File: src/include/port_filter_map.svh
// register offsets, field positions, masks and timing constants of the port filter and pull-up block
`ifndef PORT_FILTER_MAP_SVH
`define PORT_FILTER_MAP_SVH

// ----------------------------------------------------------------------------
// register offsets
// ----------------------------------------------------------------------------
`define OFS_PORT_H_INPUT_ENABLE     16'h30BF
`define OFS_FILTER_SELECT_AD        16'h30EC
`define OFS_FILTER_SELECT_EH        16'h30ED
`define OFS_FILTER_SELECT_KBD_RESET 16'h30EE
`define OFS_GLITCH_FILTER_DIVIDER   16'h30EF
`define OFS_PORT_A_PULLUP_ENABLE    16'h30F0
`define OFS_PORT_B_PULLUP_ENABLE    16'h30F1
`define OFS_PORT_C_PULLUP_ENABLE    16'h30F2

// ----------------------------------------------------------------------------
// reset values and writable-bit masks
// ----------------------------------------------------------------------------
`define REG_RESET_VAL      8'h00
`define MASK_PORT_H_IE     8'hC7
`define MASK_KBD_RESET     8'h3F
`define MASK_PORT_A_PU     8'hEF
`define MASK_ALL           8'hFF
`define READ_UNMAPPED      8'h00

// ----------------------------------------------------------------------------
// field positions
// ----------------------------------------------------------------------------
`define SEL_W              2
`define KBD1_SEL_LSB       4
`define KBD0_SEL_LSB       2
`define RST_SEL_LSB        0
`define DIV3_LSB           5
`define DIV3_W             3
`define DIV2_LSB           2
`define DIV2_W             3
`define DIV1_LSB           0
`define DIV1_W             2
`define I2C_PIN_LO         2
`define I2C_PIN_HI         3

// ----------------------------------------------------------------------------
// divider and channel geometry
// ----------------------------------------------------------------------------
`define BUS_CNT_W          12
`define BUS_CNT_ONES       12'hFFF
`define DIV1_BASE_SHIFT    4'h1
`define DIV2_BASE_SHIFT    4'h5
`define LPO_CNT_W          7
`define LPO_CNT_ONES       7'h7F
`define LPO_CNT_STEP       7'h01
`define BUS_CNT_STEP       12'h001
`define NUM_PORTS          8
`define PORT_H_IDX         7
`define PORT_CH            64
`define KBD0_BASE          64
`define KBD1_BASE          72
`define RST_CH             80
`define NUM_CH             81

`endif

File: src/include/port_filter_pkg.sv
// types shared by the port filter and pull-up block
package port_filter_pkg;
  // one byte per port, ports A (0) to H (7)
  typedef logic [7:0][7:0] port_vec_t;

  // filter clock source codes
  typedef enum logic [1:0] {
    SRC_BUS  = 2'h0,
    SRC_DIV1 = 2'h1,
    SRC_DIV2 = 2'h2,
    SRC_DIV3 = 2'h3
  } filt_src_e;

  // register port request
  typedef struct packed {
    logic [15:0] addr;
    logic [7:0]  wdata;
    logic        wr;
    logic        rd;
  } reg_req_s;

  // pad state of ports A to C seen by the pull-ups
  typedef struct packed {
    logic [2:0][7:0] drive_out;  // pin configured as output
    logic [2:0][7:0] hi_z;       // pin configured as high impedance
    logic [7:0]      i2c_mode;   // port A pin driven by the I2C block
    logic [7:0]      i2c_level;  // level the I2C block drives on port A
  } pad_cfg_s;
endpackage

File: src/port_input_filter_pullup.sv
// port glitch filters, filter clock dividers, port H input enables and port A-C pull-ups
//
// Behaviour
// RULE1: port H bits 7,6,2,1,0 enable input path
// RULE2: reserved bits read zero, ignore writes
// RULE3: ports A-D selectors: bus, div1, div2, div3
// RULE4: ports E-H selectors, same encoding
// RULE5: keyboard groups 1,0 filter selectors
// RULE6: reset/irq selector, code 00 unfiltered
// RULE7: codes 01,10 become div3 in stop
// RULE8: pulses under one filter period suppressed
// RULE9: pulses over two periods always pass
// RULE10: div3 is low-power clock over 2^n
// RULE11: div2 is bus clock over 32*2^n
// RULE12: div1 is bus clock over 2..16
// RULE13: pull-up bit turns pin pull-up on
// RULE14: pull-up only acts on input pins
// RULE15: I2C pins: pull-up off while driving low
// RULE16: all registers clear on reset
// RULE17: filter samples on tick, needs stable interval
`include "port_filter_map.svh"
`default_nettype none

module port_input_filter_pullup (
  // clock and reset
  input  wire logic                       sys_clk,
  input  wire logic                       rst_n,
  // register port
  input  wire port_filter_pkg::reg_req_s  reg_req,
  output var  logic [7:0]                 rdata_q,
  // pins and power state
  input  wire port_filter_pkg::port_vec_t port_pins,
  input  wire logic [1:0][7:0]            keyboard_pins,
  input  wire logic                       reset_irq_pin,
  input  wire logic                       low_power_osc_clock,
  input  wire logic                       stop_mode,
  // pad configuration of ports A to C
  input  wire port_filter_pkg::pad_cfg_s  pad_cfg,
  // filtered inputs toward peripherals
  output var  port_filter_pkg::port_vec_t port_in_q,
  output var  logic [1:0][7:0]            keyboard_in_q,
  output var  logic                       reset_irq_in_q,
  // pull-up controls toward pads A to C
  output var  logic [2:0][7:0]            pullup_on_q
);
  import port_filter_pkg::*;

  // --------------------------------------------------------------------------
  // registers
  // --------------------------------------------------------------------------
  logic [7:0] port_h_input_enable_q;          // input path enables, port H
  logic [7:0] input_filter_select_ad_q;       // selectors, ports A-D
  logic [7:0] input_filter_select_eh_q;       // selectors, ports E-H
  logic [7:0] input_filter_select_kbd_reset_q;// selectors, keyboard and reset pin
  logic [7:0] glitch_filter_divider_q;        // three divider set codes
  logic [7:0] port_a_pullup_enable_q;         // pull-up enables, port A
  logic [7:0] port_b_pullup_enable_q;         // pull-up enables, port B
  logic [7:0] port_c_pullup_enable_q;         // pull-up enables, port C

  // register writes; reserved bits are masked off so they stay zero
  always_ff @(posedge sys_clk or negedge rst_n) begin
    if (!rst_n) begin
      port_h_input_enable_q           <= `REG_RESET_VAL; // RULE16
      input_filter_select_ad_q        <= `REG_RESET_VAL; // RULE16
      input_filter_select_eh_q        <= `REG_RESET_VAL;
      input_filter_select_kbd_reset_q <= `REG_RESET_VAL;
      glitch_filter_divider_q         <= `REG_RESET_VAL;
      port_a_pullup_enable_q          <= `REG_RESET_VAL;
      port_b_pullup_enable_q          <= `REG_RESET_VAL;
      port_c_pullup_enable_q          <= `REG_RESET_VAL;
    end else if (reg_req.wr) begin
      case (reg_req.addr)
        // only bits 7,6,2,1,0 exist
        `OFS_PORT_H_INPUT_ENABLE: begin
          port_h_input_enable_q <= reg_req.wdata & `MASK_PORT_H_IE; // RULE1 RULE2
        end
        `OFS_FILTER_SELECT_AD: begin
          input_filter_select_ad_q <= reg_req.wdata; // RULE3
        end
        `OFS_FILTER_SELECT_EH: begin
          input_filter_select_eh_q <= reg_req.wdata; // RULE4
        end
        // top two bits reserved
        `OFS_FILTER_SELECT_KBD_RESET: begin
          input_filter_select_kbd_reset_q <= reg_req.wdata & `MASK_KBD_RESET; // RULE2
        end
        `OFS_GLITCH_FILTER_DIVIDER: begin
          glitch_filter_divider_q <= reg_req.wdata;
        end
        // bit 4 does not exist
        `OFS_PORT_A_PULLUP_ENABLE: begin
          port_a_pullup_enable_q <= reg_req.wdata & `MASK_PORT_A_PU; // RULE2 RULE13
        end
        `OFS_PORT_B_PULLUP_ENABLE: begin
          port_b_pullup_enable_q <= reg_req.wdata & `MASK_ALL; // RULE13
        end
        `OFS_PORT_C_PULLUP_ENABLE: begin
          port_c_pullup_enable_q <= reg_req.wdata & `MASK_ALL; // RULE13
        end
        // unmapped writes are dropped
        default: begin
        end
      endcase
    end
  end

  // read data stands one cycle after the strobe, zero otherwise
  always_ff @(posedge sys_clk or negedge rst_n) begin
    if (!rst_n) begin
      rdata_q <= `READ_UNMAPPED;
    end else if (reg_req.rd) begin
      case (reg_req.addr)
        `OFS_PORT_H_INPUT_ENABLE:     rdata_q <= port_h_input_enable_q;
        `OFS_FILTER_SELECT_AD:        rdata_q <= input_filter_select_ad_q;
        `OFS_FILTER_SELECT_EH:        rdata_q <= input_filter_select_eh_q;
        `OFS_FILTER_SELECT_KBD_RESET: rdata_q <= input_filter_select_kbd_reset_q;
        `OFS_GLITCH_FILTER_DIVIDER:   rdata_q <= glitch_filter_divider_q;
        `OFS_PORT_A_PULLUP_ENABLE:    rdata_q <= port_a_pullup_enable_q;
        `OFS_PORT_B_PULLUP_ENABLE:    rdata_q <= port_b_pullup_enable_q;
        `OFS_PORT_C_PULLUP_ENABLE:    rdata_q <= port_c_pullup_enable_q;
        // unmapped reads answer zero
        default:                      rdata_q <= `READ_UNMAPPED;
      endcase
    end else begin
      rdata_q <= `READ_UNMAPPED;
    end
  end

  // --------------------------------------------------------------------------
  // pin synchronisers
  // --------------------------------------------------------------------------
  logic [`NUM_CH-1:0] pin_raw;     // all filtered pins in one vector
  logic [`NUM_CH-1:0] sync1_q;     // first stage, read only by the second
  logic [`NUM_CH-1:0] sync2_q;     // second stage
  logic [`NUM_CH-1:0] sync3_q;     // third stage
  logic [`NUM_CH-1:0] pin_lvl_q;   // level accepted once stages two and three agree
  logic [2:0]         lpo_sync_q;  // low-power clock synchroniser
  logic               lpo_lvl_q;   // accepted low-power clock level
  logic               lpo_rise;    // one bus cycle per low-power clock rising edge

  assign pin_raw = {reset_irq_pin, keyboard_pins[1], keyboard_pins[0], port_pins};

  // three-stage sampling; a change counts only when stages two and three agree
  always_ff @(posedge sys_clk or negedge rst_n) begin
    if (!rst_n) begin
      sync1_q   <= '0;
      sync2_q   <= '0;
      sync3_q   <= '0;
      pin_lvl_q <= '0;
    end else begin
      sync1_q   <= pin_raw;
      sync2_q   <= sync1_q;
      sync3_q   <= sync2_q;
      pin_lvl_q <= (sync2_q & ~(sync2_q ^ sync3_q)) | (pin_lvl_q & (sync2_q ^ sync3_q));
    end
  end

  // the low-power clock is slow enough to be sampled as a plain input
  always_ff @(posedge sys_clk or negedge rst_n) begin
    if (!rst_n) begin
      lpo_sync_q <= '0;
      lpo_lvl_q  <= 1'b0;
    end else begin
      lpo_sync_q <= {lpo_sync_q[1:0], low_power_osc_clock};
      if (lpo_sync_q[1] == lpo_sync_q[2]) begin
        lpo_lvl_q <= lpo_sync_q[2];
      end
    end
  end

  assign lpo_rise = (lpo_sync_q[1] == lpo_sync_q[2]) && lpo_sync_q[2] && !lpo_lvl_q;

  // --------------------------------------------------------------------------
  // filter clock dividers
  // --------------------------------------------------------------------------
  logic [`BUS_CNT_W-1:0] bus_cnt_q;  // free-running bus clock count
  logic [`LPO_CNT_W-1:0] lpo_cnt_q;  // count of low-power clock edges
  logic [`BUS_CNT_W-1:0] div1_mask;  // low bits that must all be one
  logic [`BUS_CNT_W-1:0] div2_mask;
  logic [`LPO_CNT_W-1:0] div3_mask;
  logic                  tick_div1;  // one-cycle sample strobes per set
  logic                  tick_div2;
  logic                  tick_div3;

  // both counters wrap freely; a code change may stretch one period, never shorten two
  always_ff @(posedge sys_clk or negedge rst_n) begin
    if (!rst_n) begin
      bus_cnt_q <= '0;
      lpo_cnt_q <= '0;
    end else begin
      bus_cnt_q <= bus_cnt_q + `BUS_CNT_STEP;
      if (lpo_rise) begin
        lpo_cnt_q <= lpo_cnt_q + `LPO_CNT_STEP;
      end
    end
  end

  // divide by 2^(code+1): low code+1 bits all one once per period
  assign div1_mask = ~(`BUS_CNT_ONES << (glitch_filter_divider_q[`DIV1_LSB +: `DIV1_W] + `DIV1_BASE_SHIFT)); // RULE12
  // divide by 2^(code+5)
  assign div2_mask = ~(`BUS_CNT_ONES << (glitch_filter_divider_q[`DIV2_LSB +: `DIV2_W] + `DIV2_BASE_SHIFT)); // RULE11
  // divide the low-power clock by 2^code, code 0 passes every edge
  assign div3_mask = ~(`LPO_CNT_ONES << glitch_filter_divider_q[`DIV3_LSB +: `DIV3_W]); // RULE10

  assign tick_div1 = &(bus_cnt_q | ~div1_mask);
  assign tick_div2 = &(bus_cnt_q | ~div2_mask);
  assign tick_div3 = lpo_rise && (&(lpo_cnt_q | ~div3_mask));

  // pick the sample strobe of a source code
  function automatic logic pick_tick(input logic [1:0] code, input logic t1, input logic t2,
                                     input logic t3);
    filt_src_e src;
    src = filt_src_e'(code);
    case (src)
      SRC_BUS:  pick_tick = 1'b1;
      SRC_DIV1: pick_tick = t1;
      SRC_DIV2: pick_tick = t2;
      SRC_DIV3: pick_tick = t3;
      default:  pick_tick = 1'b1;
    endcase
  endfunction

  // stop mode moves codes 01 and 10 of the keyboard and reset/irq selectors to the slow set so wake-up pins keep filtering with the bus clock gated
  function automatic logic [1:0] stop_sel(input logic [1:0] code, input logic stop);
    if (stop && (code == SRC_DIV1 || code == SRC_DIV2)) begin
      stop_sel = SRC_DIV3;
    end else begin
      stop_sel = code;
    end
  endfunction

  // --------------------------------------------------------------------------
  // per-channel source selection
  // --------------------------------------------------------------------------
  logic [15:0]        port_sel_all;  // 2-bit selectors of ports A..H
  logic [1:0]         kbd0_sel;      // effective keyboard group 0 code
  logic [1:0]         kbd1_sel;      // effective keyboard group 1 code
  logic [1:0]         rst_sel;       // effective reset/irq pin code
  logic [`NUM_CH-1:0] ch_tick;       // sample strobe of each channel

  assign port_sel_all = {input_filter_select_eh_q, input_filter_select_ad_q}; // RULE3 RULE4
  assign kbd0_sel = stop_sel(input_filter_select_kbd_reset_q[`KBD0_SEL_LSB +: `SEL_W], stop_mode); // RULE5 RULE7
  assign kbd1_sel = stop_sel(input_filter_select_kbd_reset_q[`KBD1_SEL_LSB +: `SEL_W], stop_mode); // RULE5 RULE7
  assign rst_sel  = stop_sel(input_filter_select_kbd_reset_q[`RST_SEL_LSB +: `SEL_W], stop_mode); // RULE6 RULE7

  // --------------------------------------------------------------------------
  // glitch filters
  // --------------------------------------------------------------------------
  logic [`NUM_CH-1:0] cand_q;  // level seen at the last sample strobe
  logic [`NUM_CH-1:0] filt_q;  // filtered level

  // each channel but the reset/irq pin at code 00: sample on its strobe, accept only after two equal samples
  for (genvar ch = 0; ch < `NUM_CH; ch++) begin : g_filter
    if (ch < `PORT_CH) begin : g_port
      assign ch_tick[ch] = pick_tick(port_sel_all[(ch / 8) * 2 +: 2], tick_div1, tick_div2, tick_div3);
    end else if (ch < `KBD1_BASE) begin : g_kbd0
      assign ch_tick[ch] = pick_tick(kbd0_sel, tick_div1, tick_div2, tick_div3);
    end else if (ch < `RST_CH) begin : g_kbd1
      assign ch_tick[ch] = pick_tick(kbd1_sel, tick_div1, tick_div2, tick_div3);
    end else begin : g_rst
      assign ch_tick[ch] = pick_tick(rst_sel, tick_div1, tick_div2, tick_div3);
    end

    always_ff @(posedge sys_clk or negedge rst_n) begin
      if (!rst_n) begin
        cand_q[ch] <= 1'b0;
        filt_q[ch] <= 1'b0;
      end else if (ch == `RST_CH && rst_sel == SRC_BUS) begin
        // reset/irq pin at code 00 bypasses the filter
        cand_q[ch] <= pin_lvl_q[ch];
        filt_q[ch] <= pin_lvl_q[ch]; // RULE6
      end else if (ch_tick[ch]) begin
        // a pulse shorter than one period is seen at one strobe at most
        cand_q[ch] <= pin_lvl_q[ch]; // RULE17
        if (cand_q[ch] == pin_lvl_q[ch]) begin
          filt_q[ch] <= cand_q[ch]; // RULE8 RULE9
        end
      end
    end
  end

  // --------------------------------------------------------------------------
  // filtered outputs
  // --------------------------------------------------------------------------
  // port H pins pass only where their input enable is set
  always_ff @(posedge sys_clk or negedge rst_n) begin
    if (!rst_n) begin
      port_in_q      <= '0;
      keyboard_in_q  <= '0;
      reset_irq_in_q <= 1'b0;
    end else begin
      for (int p = 0; p < `NUM_PORTS; p++) begin
        if (p == `PORT_H_IDX) begin
          port_in_q[p] <= filt_q[p * 8 +: 8] & port_h_input_enable_q; // RULE1
        end else begin
          port_in_q[p] <= filt_q[p * 8 +: 8];
        end
      end
      keyboard_in_q[0] <= filt_q[`KBD0_BASE +: 8];
      keyboard_in_q[1] <= filt_q[`KBD1_BASE +: 8];
      reset_irq_in_q   <= filt_q[`RST_CH];
    end
  end

  // --------------------------------------------------------------------------
  // pull-up control
  // --------------------------------------------------------------------------
  logic [2:0][7:0] pullup_en;  // register bits, ports A to C

  assign pullup_en = {port_c_pullup_enable_q, port_b_pullup_enable_q, port_a_pullup_enable_q};

  // pull-up only on input pins; I2C pins keep it while high and drop it while low
  always_ff @(posedge sys_clk or negedge rst_n) begin
    if (!rst_n) begin
      pullup_on_q <= '0;
    end else begin
      for (int p = 0; p < 3; p++) begin
        for (int b = 0; b < 8; b++) begin
          if (p == 0 && (b == `I2C_PIN_LO || b == `I2C_PIN_HI) && pad_cfg.i2c_mode[b]) begin
            // open-drain pin: pull-up off to save power while driving low
            pullup_on_q[p][b] <= pullup_en[p][b] & pad_cfg.i2c_level[b]; // RULE15
          end else begin
            pullup_on_q[p][b] <= pullup_en[p][b] & ~pad_cfg.drive_out[p][b] & ~pad_cfg.hi_z[p][b]; // RULE13 RULE14
          end
        end
      end
    end
  end

endmodule // port_input_filter_pullup

`default_nettype wire

File: config.mk
export PLATFORM = sky130hd
export DESIGN_NAME = port_input_filter_pullup
export DESIGN_NICKNAME = d
export VERILOG_FILES = /design/src/include/port_filter_pkg.sv /design/src/port_input_filter_pullup.sv
export VERILOG_INCLUDE_DIRS = /design/src /design/src/include
export SDC_FILE = /design/constraint.sdc
export NUM_CORES = 1
export LEC_CHECK = 0
export BUFFER_PORTS_ARGS = -buffer_cell sky130_fd_sc_hd__buf_2
export CORE_ASPECT_RATIO = 1.5
export CORE_MARGIN = 8
export CORE_UTILIZATION = 45
export DETAILED_ROUTE_END_ITERATION = 7
export PLACE_DENSITY_LB_ADDON = 0.08
export REMOVE_ABC_BUFFERS = 1
export SETUP_SLACK_MARGIN = 0.5
export SKIP_CTS_REPAIR_TIMING = 1
export SYNTH_ARGS = -nofsm -noshare
export SYNTH_HDL_FRONTEND = slang
export SYNTH_SLANG_ARGS = --single-unit
File: constraint.sdc
create_clock -name sys_clk -period 8 [get_ports sys_clk]
set_input_delay 1.6 -clock sys_clk [delete_from_list [all_inputs] [get_ports sys_clk]]
set_output_delay 1.6 -clock sys_clk [all_outputs]
set_load 0.02 [all_outputs]
==> run_results.csv <==
group,metric,value,unit
drt,ant_nets,0,
power_and_ir_drop,peakVddDrop,0.000243,V
final_layout,final_nets,1969,
drt,drt_iter0_markers,624,
worst_setup_path,worstPathMaxFanout,7,
cts,clk_pin_slew_worst_paths,0.06,ns
synthesis,ys.flop_type,"dfrtp_1",
grt,overflow,0,
power_and_ir_drop,power_leakage,11.9,nW
synthesis,syn-mean-instance-area,15.3,um^2
flow_run,maxCapViolCount,0,
cts,clock_latency,0.61,ns
final_layout,utilization,53.5,%
sta,finalSetupViolCount,0,
worst_setup_path,cp-end-kind,"flop",
synthesis,yosysWarnings,0,
sta,relSlewSlack,27.8,%
die,core_area,0.0502,mm^2
placed_design,gp_congestion,0.789,
sta,max_freq,265,MHz
drt,routedWlPerCell,18.2,um
worst_setup_path,cp_slowest_cell,"nor3_1",
drt,wirelength,45500,um
sta,period_share,47.2,%
power_and_ir_drop,p_per_area,276,mW/mm^2
cts,cts_tree,"built",
drt,dr.pass1.iters,4,
die,rows,101,
grt,antenna_found_initial,5,
sta,finalMaxSlewViolations,0,
cts,htreeDepth,2,
drt,vias_per_cell,5.10,
placed_design,io_buffers,266,
hold_path,hp-class,"flop to flop",
worst_setup_path,cp_cell_sequence,"buf_2, nor4bb_1, nand3_1, or4_1, nor3_1, nand2_1, mux2_2",
worst_setup_path,cp.required,8.48,ns
die,initial_core_util,45.2,%
sta,rsz0062_at_grt,"no",
placed_design,placed_cell_area,0.0247,mm^2
placed_design,dp_hpwl,30800,um
die,dieArea,0.0580,mm^2
synthesis,yosysSeqAreaShare,72.6,%
final_layout,drive_gt1_share,29.2,%
synthesis,synthArstFlopShare,100,%
synthesis,ys_ff_latch,658,
synthesis,netlist_instances,1480,
grt,track_usage,15.8,%
final_layout,fin_area,0.0268,mm^2
drt,vias,12800,
die,chipWidth,199,um
cts,cts_buffer_depth,3,
sta,hold_viol_final,0,
synthesis,synth_area,0.0227,mm^2
worst_setup_path,max_stage_delay,0.67,ns
status,status,"finished clean",
worst_setup_path,start_kind,"primary input",
sta,tightestPinTransition,1.07,ns
die,ioPinCount,288,
die,fp.dieH,291,um
final_layout,areaGrowthSynthToFinish,18.2,%
grt,grt_pass1_wl,73200,um
grt,grt_max_degree,185,
cts,cts_buffers,60,
final_layout,fillers,4210,
worst_setup_path,critPathArrivalTime,4.26,ns
drt,drc,0,
synthesis,synth_cell_type_count,61,
grt,grt_pass1_vias,13400,
cts,cts_root_buf,"clkbuf_16",
sta,fin_crit,3.78,ns
sta,fin_tns_setup,0,ns
worst_setup_path,worstSetupPathType,"primary input to flop",
synthesis,synth_edf_count,0,
cts,clock_sinks,658,
sta,skew,0.0184,ns
## metrics by stage
| stage | power, mW | setup slack, ns | hold slack [ns] | std cells |
|---|---|---|---|---|
| 2_1_floorplan | 4.16 | 4.00 | 0.331 | 1444 |
| 3_3_place_gp | 4.45 | 3.66 | 0.332 | 2391 |
| 3_5_place_dp | 4.48 | 3.64 | 0.335 | 2391 |
| 4_1_cts | 7.54 | 4.29 | 0.348 | 2500 |
| 5_1_grt | 7.75 | 4.14 | 0.351 | 2501 |
| 6_report | 7.41 | 4.22 | 0.347 | 2501 |
## final timing paths
path                               from                         to  slack (ns)  cells after the start
max                         reg_req[19]  port_a_pullup_enable_q[3]        4.22                      7
min reg2reg                 sync1_q[28]                sync2_q[28]        0.35                      0
min in group asynchronous         rst_n                  async pin        1.08                      1
min                         sync1_q[28]                sync2_q[28]        0.35                      0
max reg2reg                bus_cnt_q[3]                 cand_q[37]        4.62                      6
max in group asynchronous         rst_n                  async pin        5.36                      2
## final cells by class
type                    instances  area, um^2  share of cell area (%)
repair buffers                278        1470                    5.48
clock inverters                26         377                    1.40
multi-input cells             774        5900                    22.0
diodes                          1        2.50                 0.00933
well taps                     669         837                    3.12
clock buffers                  83        1730                    6.45
inverters                      12        45.0                   0.168
flip-flops and latches        658       16500                    61.4
## logic make-up (layout without fill, tap and decap cells)
group / count (synthesis) / count (layout) / synth area share (%)
compound gates: 296 / 296 / 8.14
xor+xnor: 17 / 17 / 0.656
fa+ha+maj: 88 / 88 / 3.99
buf+inv: 51 / 399 / 1.57
flops: 658 / 658 / 72.6
mux: 148 / 148 / 7.90
other cells: 1 / 5 / 0.0165
simple gates: 221 / 221 / 5.17
## critical path, delay by kind of cell
kind          cells  cell delay (ns)
mux               1             0.38
simple gates      5             2.15
buf+inv           1             0.11
## metal layers
layer | global-route usage (%) | routed length, um | share of wire, %
met2 | 25.9 | 22000 | 48
met3 | 3.75 | 2850 | 6.2
met1 | 20.4 | 19400 | 43
met5 | 0 | 24 | 0.053
met4 | 5.36 | 1280 | 2.8
## placed cells by master, fill, tap and decap left out, types with 12 or more instances in the layout
cell type / n
dfrtp_1: 658
buf_2: 265
o21ai_0: 141
mux2_2: 121
nand2_1: 98
maj3_1: 78
o211ai_1: 78
clkbuf_16: 61
a21oi_1: 25
nor3b_1: 22
nand4_1: 22
mux2_4: 16
nor2_1: 15
xnor2_1: 14
nand3_1: 13
inv_1: 12
clkbuf_8: 12
## Yosys cell counts, types with 5 or more instances
cell        n  area [um^2]
dfrtp_1   658        16500
o21ai_0   141          706
mux2_2    121         1360
nand2_1    98          368
maj3_1     78          781
o211ai_1   78          586
a21oi_1    25          125
nand4_1    22          138
nor3b_1    22          165
buf_6      18          203
mux2_4     16          240
nor2_1     15         56.3
xnor2_1    14          123
nand3_1    13         65.1
clkbuf_1   12         45.0
inv_1      12         45.0
ha_1       10          125
nand2b_1   10         62.6
o31ai_1    10         75.1
or2_1       9         56.3
a21oi_2     6         52.6
a222oi_1    6         60.1
a22oi_1     6         45.0
mux4_2      6          135
nor2b_1     6         37.5
a31oi_1     5         31.3
and2_1      5         31.3
## power breakdown
| group | internal [mW] | leakage (nW) | switching [mW] |
|---|---|---|---|
| clock | 1.80 | 1.03 | 1.21 |
| combinational | 0.226 | 3.02 | 0.318 |
| sequential | 3.65 | 7.88 | 0.202 |
| total | 5.68 | 11.9 | 1.73 |
No activity file was read; power rests on OpenSTA's default activity.
